[config.mk]
export PLATFORM = sky130hd
export DESIGN_NAME = mbd_top
export DESIGN_NICKNAME = d
export VERILOG_FILES = /design/src/design/mbd_pkg.sv /design/src/design/mbd_top.sv
export SDC_FILE = /design/constraint.sdc
export NUM_CORES = 1
export LEC_CHECK = 0
export ABC_AREA = 1
export BUFFER_PORTS_ARGS = -buffer_cell sky130_fd_sc_hd__buf_2
export CAP_MARGIN = 30
export CORE_MARGIN = 8
export CORE_UTILIZATION = 48
export DETAILED_ROUTE_END_ITERATION = 8
export HOLD_SLACK_MARGIN = 0.06
export PLACE_DENSITY_LB_ADDON = 0.3
export SYNTH_ARGS = -nofsm -noshare
export SYNTH_HDL_FRONTEND = slang
export SYNTH_SLANG_ARGS = --single-unit
[constraint.sdc]
create_clock -name clock -period 3.7 [get_ports clock]
set_input_delay 0.185 -clock clock [delete_from_list [all_inputs] [get_ports clock]]
set_output_delay 0.185 -clock clock [all_outputs]
set_load 0.02 [all_outputs]
[src/design/mbd_pkg.sv]
package mbd_pkg;
  // Density codes
  localparam logic [7:0] DENS_LEGACY_LO = 8'h14;
  localparam logic [7:0] DENS_UNC_HI = 8'h15;
  localparam logic [7:0] DENS_CMP_HI = 8'h8c;
  localparam logic [7:0] DENS_CMP_LO = 8'h90;
  localparam logic [7:0] DENS_DEFAULT = 8'h00;
  localparam logic [7:0] DENS_KEEP = 8'h7f;
  // Descriptor layout
  localparam logic [7:0] DESC_LEN = 8'h08;
  localparam logic [7:0] DESC_NONE = 8'h00;
  localparam logic [2:0] BYTE_DENS = 3'h0;
  localparam logic [2:0] BYTE_CNT_HI = 3'h1;
  localparam logic [2:0] BYTE_CNT_MID = 3'h2;
  localparam logic [2:0] BYTE_CNT_LO = 3'h3;
  localparam logic [2:0] BYTE_RSVD = 3'h4;
  localparam logic [2:0] BYTE_LEN_HI = 3'h5;
  localparam logic [2:0] BYTE_LEN_MID = 3'h6;
  localparam logic [2:0] BYTE_LEN_LO = 3'h7;
  // Reset values
  localparam logic [23:0] LEN_RESET = 24'h000400;
  localparam logic [23:0] MAX_LEN_RESET = 24'h03c000;
  // APB register map
  localparam logic [7:0] ADDR_CTRL = 8'h00;
  localparam logic [7:0] ADDR_STATUS = 8'h04;
  localparam logic [7:0] ADDR_CAPACITY = 8'h08;
  localparam logic [7:0] ADDR_MAXLEN = 8'h0c;
  localparam logic [7:0] ADDR_DESC_LO = 8'h10;
  localparam logic [7:0] ADDR_DESC_HI = 8'h14;
  localparam logic [7:0] ADDR_FORMATS = 8'h18;
  // Control register fields
  localparam int CTRL_SUPPRESS = 0;
  // Density source
  typedef enum logic [1:0]
  {
    MBD_SRC_WRITE = 2'b00,
    MBD_SRC_READ = 2'b01,
    MBD_SRC_BLANK = 2'b10
  } mbd_src_t;
endpackage

[src/design/mbd_top.sv]
`timescale 1ns/1ns
// Summary of operation
// - Same eight-byte descriptor for both formats
// - Density code follows most recent activity
// - Power-on, select, write report write format unless blank tape loaded
// - Loaded written tape, read report recorded format
// - Only non-keep-current select or append changes write format
// - Blank tape loaded reports compressed high density
// - Unloaded, unknown, not ready report write density
// - Appending adopts tape format as the write format
// - Density encodings 14h, 15h, 8Ch, 90h
// - Density zero means compressed high density
// - Block count is capacity in kilobyte blocks
// - Zero length means variable length blocks
// - Block length resets to 1024 bytes
// - Select never sets block length above reported maximum
// - Read/write format fields ignore last activity
// - Descriptor length field is zero or eight
module mbd_top
(
  // Clock and reset
  input wire logic clock,
  input wire logic rst_b,
  // APB slave
  input wire logic psel,
  input wire logic penable,
  input wire logic pwrite,
  input wire logic [7:0] paddr,
  input wire logic [31:0] pwdata,
  output logic [31:0] prdata,
  output logic pready,
  output logic pslverr,
  // Tape status levels and command events; events are one-cycle pulses from drive logic
  input wire logic loadDone,
  input wire logic loadBlank,
  input wire logic unloadDone,
  input wire logic tapeReady,
  input wire logic [7:0] tapeFormat,
  input wire logic formatKnown,
  input wire logic [23:0] tapeCapacity,
  input wire logic readCmd,
  input wire logic writeCmd,
  input wire logic appendCmd,
  input wire logic selectCmd,
  input wire logic [7:0] selectDensity,
  input wire logic selectLenValid,
  input wire logic [23:0] selectLength,
  // Descriptor byte port
  input wire logic [2:0] descIndex,
  output logic [7:0] descByte,
  output logic [7:0] descLength,
  output logic [7:0] densityCode,
  output logic [23:0] blockLength,
  output logic variableMode,
  output logic selectRejected
);

  // All block state except the reset release chain in one record; one comb copy feeds one flop bank.
  // Keeping everything in one struct keeps reset and update in one place,
  // at the cost of every field being rewritten on every clock.
  typedef struct packed
  {
    // Bus answer; ready and error live for one cycle, data holds
    logic [31:0] rdata;
    logic ready;
    logic slverr;
    // Header reports no descriptor when set
    logic suppress;
    // Format chosen for writing
    logic [7:0] writeFmt;
    // Format found on the loaded tape
    logic [7:0] readFmt;
    // Which activity last decided the reported density
    logic [1:0] src;
    // Logical block length, zero for variable
    logic [23:0] blkLen;
    // Ceiling that a select length may not pass
    logic [23:0] maxLen;
    // Registered descriptor byte
    logic [7:0] byteOut;
    // Registered density code
    logic [7:0] dens;
    // Registered descriptor length field
    logic [7:0] descLen;
    // Registered variable-length flag
    logic varMode;
    // Oversize length refused this cycle
    logic reject;
  } mbd_state_t;

  // Reset release chain
  logic [1:0] rstSync;
  // Released reset for the rest of the block
  logic rstSyncB;
  // Current state
  mbd_state_t st_reg;
  // Next state
  mbd_state_t st_next;
  // Density the descriptor shows right now
  logic [7:0] curDens;
  // Select density with the default code folded in
  logic [7:0] selDensNorm;
  // Whole descriptor, byte 0 in the top bits
  logic [63:0] descWord;

  // Map density zero onto the native compressed format.
  // Used for both select data and the recorded format, so that
  // older hosts asking for the default see the real code back.
  function automatic logic [7:0] mbd_norm(input logic [7:0] d);
    mbd_norm = (d == mbd_pkg::DENS_DEFAULT) ? mbd_pkg::DENS_CMP_HI : d;
  endfunction

  // Reset release through two flops; assert is immediate.
  // The pin may rise at any moment relative to the clock, so the
  // release is retimed to avoid part of the state leaving reset
  // one cycle before the rest.
  always_ff @(posedge clock or negedge rst_b)
  begin
    if (!rst_b)
      rstSync <= 2'b00;
    else
      rstSync <= {rstSync[0], 1'b1};
  end
  assign rstSyncB = rstSync[1];

  // Select density as it would be stored
  assign selDensNorm = mbd_norm(selectDensity);

  // Density reported now, from the activity source.
  // Read source shows the tape, write source the chosen format,
  // blank source always the native compressed code.
  // Code 2'b11 never occurs; it falls back to the write format.
  always_comb
  begin
    unique case (mbd_pkg::mbd_src_t'(st_reg.src))
      mbd_pkg::MBD_SRC_READ:
        curDens = st_reg.readFmt;
      mbd_pkg::MBD_SRC_BLANK:
        curDens = mbd_pkg::DENS_CMP_HI;
      mbd_pkg::MBD_SRC_WRITE:
        curDens = st_reg.writeFmt;
      default:
        curDens = st_reg.writeFmt;
    endcase
  end

  // Descriptor image, most significant bytes first; reserved byte zero.
  // Capacity comes live from the drive, so it is never stale.
  // Both page and non-page answers use this one image.
  assign descWord = {curDens, tapeCapacity, 8'h00, st_reg.blkLen};

  // Next-state logic.
  // Starts from the held state and applies, in order: activity
  // tracking, select data, the not-ready override, the output
  // copies and the bus access. Pulses clear every cycle.
  // Events are expected one at a time; when two coincide the
  // later one in this list wins, save that a finishing load beats not ready; this keeps the outcome defined
  // without extra arbitration logic.
  always_comb
  begin
    st_next = st_reg;
    st_next.ready = 1'b0;
    st_next.slverr = 1'b0;
    st_next.reject = 1'b0;
    // Activity tracking; later events in a cycle take priority.
    // Blank mode is sticky until unload, a new load or not ready.
    // Unload returns to the write format
    if (unloadDone)
    begin
      st_next.src = mbd_pkg::MBD_SRC_WRITE;
    end
    // Load end decides between blank, known and unknown recordings
    if (loadDone)
    begin
      if (loadBlank)
        st_next.src = mbd_pkg::MBD_SRC_BLANK;
      else if (formatKnown)
      begin
        st_next.src = mbd_pkg::MBD_SRC_READ;
        st_next.readFmt = mbd_norm(tapeFormat);
      end
      else
        st_next.src = mbd_pkg::MBD_SRC_WRITE;
    end
    if (readCmd && st_reg.src != mbd_pkg::MBD_SRC_BLANK)
    begin
      // Unknown recordings keep reporting the write density
      if (formatKnown)
        st_next.src = mbd_pkg::MBD_SRC_READ;
    end
    // Write shows the write format unless the tape is blank
    if (writeCmd)
    begin
      if (st_reg.src != mbd_pkg::MBD_SRC_BLANK)
        st_next.src = mbd_pkg::MBD_SRC_WRITE;
      // Append adopts the recorded format as the write format
      if (appendCmd && formatKnown)
        st_next.writeFmt = st_reg.readFmt;
    end
    // Select may change format, length, or both
    if (selectCmd)
    begin
      if (st_reg.src != mbd_pkg::MBD_SRC_BLANK)
        st_next.src = mbd_pkg::MBD_SRC_WRITE;
      if (selectDensity != mbd_pkg::DENS_KEEP)
        st_next.writeFmt = selDensNorm;
      if (selectLenValid)
      begin
        // Oversize lengths are refused and the old length stays
        if (selectLength <= st_reg.maxLen)
          st_next.blkLen = selectLength;
        else
          st_next.reject = 1'b1;
      end
    end
    // Not ready overrides all, except a load finishing now;
    // the drive may drop ready for a cycle while threading.
    if (!tapeReady && !loadDone)
      st_next.src = mbd_pkg::MBD_SRC_WRITE;
    // Registered byte and density outputs.
    // Both lag their inputs by one clock.
    st_next.byteOut = descWord[(7 - descIndex) * 8 +: 8];
    st_next.dens = curDens;
    // APB access phase, single-wait answer.
    // The ready flag blocks a second take of the same access,
    // since the master still holds the request while ready shows.
    // Read data is cleared first so unmapped reads return zero.
    if (psel && penable && !st_reg.ready)
    begin
      st_next.ready = 1'b1;
      st_next.rdata = 32'h00000000;
      unique case (paddr)
        // Control: descriptor suppress bit
        mbd_pkg::ADDR_CTRL:
          if (pwrite)
            st_next.suppress = pwdata[mbd_pkg::CTRL_SUPPRESS];
          else
            st_next.rdata = {31'h0, st_reg.suppress};
        // Status: source and density, read only
        mbd_pkg::ADDR_STATUS:
          st_next.rdata = {22'h0, st_reg.src, curDens};
        // Capacity in kilobyte blocks, read only
        mbd_pkg::ADDR_CAPACITY:
          st_next.rdata = {8'h00, tapeCapacity};
        // Length ceiling, read and write
        mbd_pkg::ADDR_MAXLEN:
          if (pwrite)
            st_next.maxLen = pwdata[23:0];
          else
            st_next.rdata = {8'h00, st_reg.maxLen};
        // Descriptor bytes 4 to 7
        mbd_pkg::ADDR_DESC_LO:
          st_next.rdata = descWord[31:0];
        // Descriptor bytes 0 to 3
        mbd_pkg::ADDR_DESC_HI:
          st_next.rdata = descWord[63:32];
        // Write and read formats, independent of activity
        mbd_pkg::ADDR_FORMATS:
          st_next.rdata = {16'h0, st_reg.writeFmt, st_reg.readFmt};
        default:
          st_next.slverr = 1'b1;
      endcase
    end
    // Decoded outputs are registered too, so pins come from flops
    st_next.descLen = st_next.suppress ? mbd_pkg::DESC_NONE : mbd_pkg::DESC_LEN;
    st_next.varMode = (st_next.blkLen == 24'h000000);
  end

  // State register.
  // Reset loads the power-on write format and lengths, the density code and
  // the descriptor length; every other field starts at zero, which keeps the bus quiet.
  always_ff @(posedge clock or negedge rstSyncB)
  begin
    if (!rstSyncB)
    begin
      st_reg <= '0;
      st_reg.writeFmt <= mbd_pkg::DENS_CMP_HI;
      st_reg.src <= mbd_pkg::MBD_SRC_WRITE;
      st_reg.blkLen <= mbd_pkg::LEN_RESET;
      st_reg.maxLen <= mbd_pkg::MAX_LEN_RESET;
      st_reg.dens <= mbd_pkg::DENS_CMP_HI;
      st_reg.descLen <= mbd_pkg::DESC_LEN;
    end
    else
      st_reg <= st_next;
  end

  // Outputs straight from flops.
  // No logic sits between a flop and a pin, so outputs never glitch.
  // The decoded fields are computed one step earlier instead.
  always_comb
  begin
    prdata = st_reg.rdata;
    pready = st_reg.ready;
    pslverr = st_reg.slverr;
    descByte = st_reg.byteOut;
    descLength = st_reg.descLen;
    densityCode = st_reg.dens;
    blockLength = st_reg.blkLen;
    variableMode = st_reg.varMode;
    selectRejected = st_reg.reject;
  end

endmodule

==> out/metrics.cfg <==
[grt]
grt_use_total = 0.243
overflow = 0
grt_max_degree = 73
grt_antenna_before_repair = 3
first_global_vias = 6814
grt_pass1_wl_um = 36600

[yosys]
synth.distinct_cells = 36
ys_seq_area_frac = 0.429
synth_area_mm2 = 0.00714
ys_ff_latch = 122
syn_inst = 921
yosysWarnings = 0
avgSynthCellArea_um2 = 7.76

[timing]
hold_viol = 0
setup_violations = 0
fin_skew_ns = 0.00862
worstMarginPinSlew_ns = 0.760
tns_ns = 0
finalCritPeriodShare = 0.731
rsz0062_at_grt = no
fmax_mhz = 370
setup_ws_ns = 0.997
slew_viol_final = 0
fin_crit_ns = 2.70
max-slew-margin-rel = 0.492

[detailed_routing]
remaining_drc_errors = 0
via_per_inst = 5.26
ant_nets = 0
vias = 6775
wl_per_cell_um = 18.2
first_iter_violations = 643
wl_um = 23500
first_pass_iters = 5

[setup_path]
r2r_start = st_reg[41]$_DFFE_PN1P_
reg2reg_depth = 16
path_max_fanout = 31
worstSetupPathType = register to register
start_kind = register
cp_data_arrival_time_ns = 3.06
cp.required_ns = 4.05
crit_path_end_kind = register
reg2reg_to = variableMode$_DFF_PN0_
rrSetupSlack_ns = 1.0

[hold_path]
holdCritStartpoint = tapeFormat[0]
hold_path_depth = 3
hold_path_class = primary input to register
whs_endpoint = st_reg[76]$_DFFE_PN0P_

[clock_tree]
clock_latency_ns = 0.43
cts_buffer_depth = 2
cts.sinks = 122
root_buffer = clkbuf_16
path_clk_slew_ns = 0.05
htreeDepth = 4
cts_tree = yes
post_cts_resized = 0
numCtsBuffers = 17

[status]
outcome = complete, no violations

[floorplan]
core_area_mm2 = 0.0145
io_pins = 206
dieArea_mm2 = 0.0190
rows = 44
die_w_um = 138
die_height_um = 138
start_util = 0.492

[cells_and_area]
fin_nets = 1235
largest_reg_flops = 43
final_layout_size_suffix_gt1_frac = 0.224
final_cell_mix = 207 x nand2_1, 190 x buf_2, 121 x inv_1, 109 x dfrtp_1, 94 x o21ai_0
layout_commonest_cell = nand2_1
syn2layout_area_growth_pct = 24.2

[placement]
gp_congestion = 0.952
hpwl_um = 17700
dp_slack_ns = 1.02
port_buffers = 190

[pwr]
seq_power_share = 0.390
power_w = 0.00388
pwr-share-comb = 0.160
switchingPower_w = 0.00106
pwr-share-clk = 0.450
ir_drop_v = 0.000343
leakage_nw = 4.82
cellPowerDensity_mw_per_mm2 = 437
p_int_w = 0.00282
sw_frac_of_total = 0.274

[flow_run]
maxCapViolCount = 0

==> worst max-delay path, stage by stage (launching register included) <==
cell	delay, ns
dfstp_2	0.56
inv_1	0.07
ha_1	0.29
nand2_1	0.09
nor2_2	0.13
nand4_1	0.10
nor2_2	0.13
nand2_1	0.08
nand3_2	0.07
nand2_4	0.15
nand2_4	0.30
nand2_1	0.09
o21ai_1	0.12
nand2_1	0.08
nor2_1	0.13
nand3_1	0.10
nor2_1	0.12
==> how the worst max path moves through the flow <==
stage	from	endpoint	slack, ns	cells after the start
2_1_floorplan	rstSync[1]$_DFF_PN0_	blockLength[0]$_DFF_PN0_	0.07	0
3_3_place_gp	st_reg[41]$_DFFE_PN1P_	variableMode$_DFF_PN0_	1.09	16
3_5_place_dp	st_reg[41]$_DFFE_PN1P_	variableMode$_DFF_PN0_	1.02	16
4_1_cts	st_reg[41]$_DFFE_PN1P_	variableMode$_DFF_PN0_	1.0	16
5_1_grt	st_reg[41]$_DFFE_PN1P_	variableMode$_DFF_PN0_	0.72	16
6_report	st_reg[41]$_DFFE_PN1P_	variableMode$_DFF_PN0_	1.0	16
==> cell usage after synthesis <==
master,instances,area share
clkbuf_1,23,0.012
mux2i_1,1,0.0014
mux2_2,1,0.0016
buf_4,80,0.084
nand4_1,3,0.0026
nand3b_1,6,0.0063
dfrtp_1,110,0.39
nor3_1,9,0.0063
nor2_2,2,0.0018
o21ai_0,94,0.066
o21ai_1,6,0.0042
buf_1,1,0.00052
o21a_1,3,0.0032
nand3_1,24,0.017
a31o_2,1,0.0012
a31oi_1,1,0.00088
nor2_1,76,0.040
ha_1,26,0.046
conb_1,2,0.0011
nand3_2,2,0.0028
inv_1,121,0.064
nand2_4,2,0.0032
o2111ai_1,7,0.0086
a311oi_1,1,0.0012
dfstp_2,12,0.044
nor4_1,5,0.0044
o221ai_1,8,0.0098
a21oi_1,46,0.032
o22ai_1,14,0.012
buf_6,3,0.0047
a221oi_1,8,0.0098
clkinv_1,2,0.0011
a22oi_1,7,0.0074
a21o_1,2,0.0021
buf_2,5,0.0035
nand2_1,207,0.11
==> layout make-up <==
cell class	instances	area (µm²)
repair buffers	253	1580
well taps	184	230
clock inverters	6	108
clock buffers	26	519
flip-flops and latches	122	3070
fillers	1316	5660
multi-input cells	570	2890
diodes	5	12.5
inverters	123	462
==> layer usage <==
metal / share of wire / up-vias / track usage / routed length, µm
li1: - / 3250 / - / -
met1: 0.43 / 3139 / 0.308 / 10100
met2: 0.46 / 325 / 0.376 / 10700
met3: 0.075 / 61 / 0.0675 / 1770
met4: 0.037 / 0 / 0.113 / 880
met5: 0 / - / 0 / 0
==> timing repair <==
action	in CTS	in global routing
buffers inserted	0	0
endpoints found under the hold margin	60	0
hold buffers	57	0
endpoints found under the setup margin	0	0
==> logic make-up after synthesis <==
group,synth area share
compound gates,0.159
simple gates,0.193
other cells,0.00105
flops,0.429
fa+ha+maj,0.0455
mux,0.00298
buf+inv,0.170
==> power groups by stage <==
stage	Clock (W)	Combinational, W	Sequential [W]
5_1_grt	0.00182	0.000680	0.00152
6_report	0.00174	0.000621	0.00151
3_5_place_dp	0	0.000562	0.00153
4_1_cts	0.00175	0.000613	0.00151
2_1_floorplan	0	0.000414	0.00151
3_3_place_gp	0	0.000555	0.00153
==> through the flow <==
stage	instance area, µm²	util	cells	hold WS, ns
finish	8870	0.610	1289	0.0628
global route	8870	0.610	1288	0.0724
CTS	8860	0.609	1284	0.0667
detailed placement	7660	0.527	1195	-0.0275
global placement	7660	0.527	1195	-0.0288
floorplan	7170	-	927	-0.111
(Power assumes the default switching activity.)
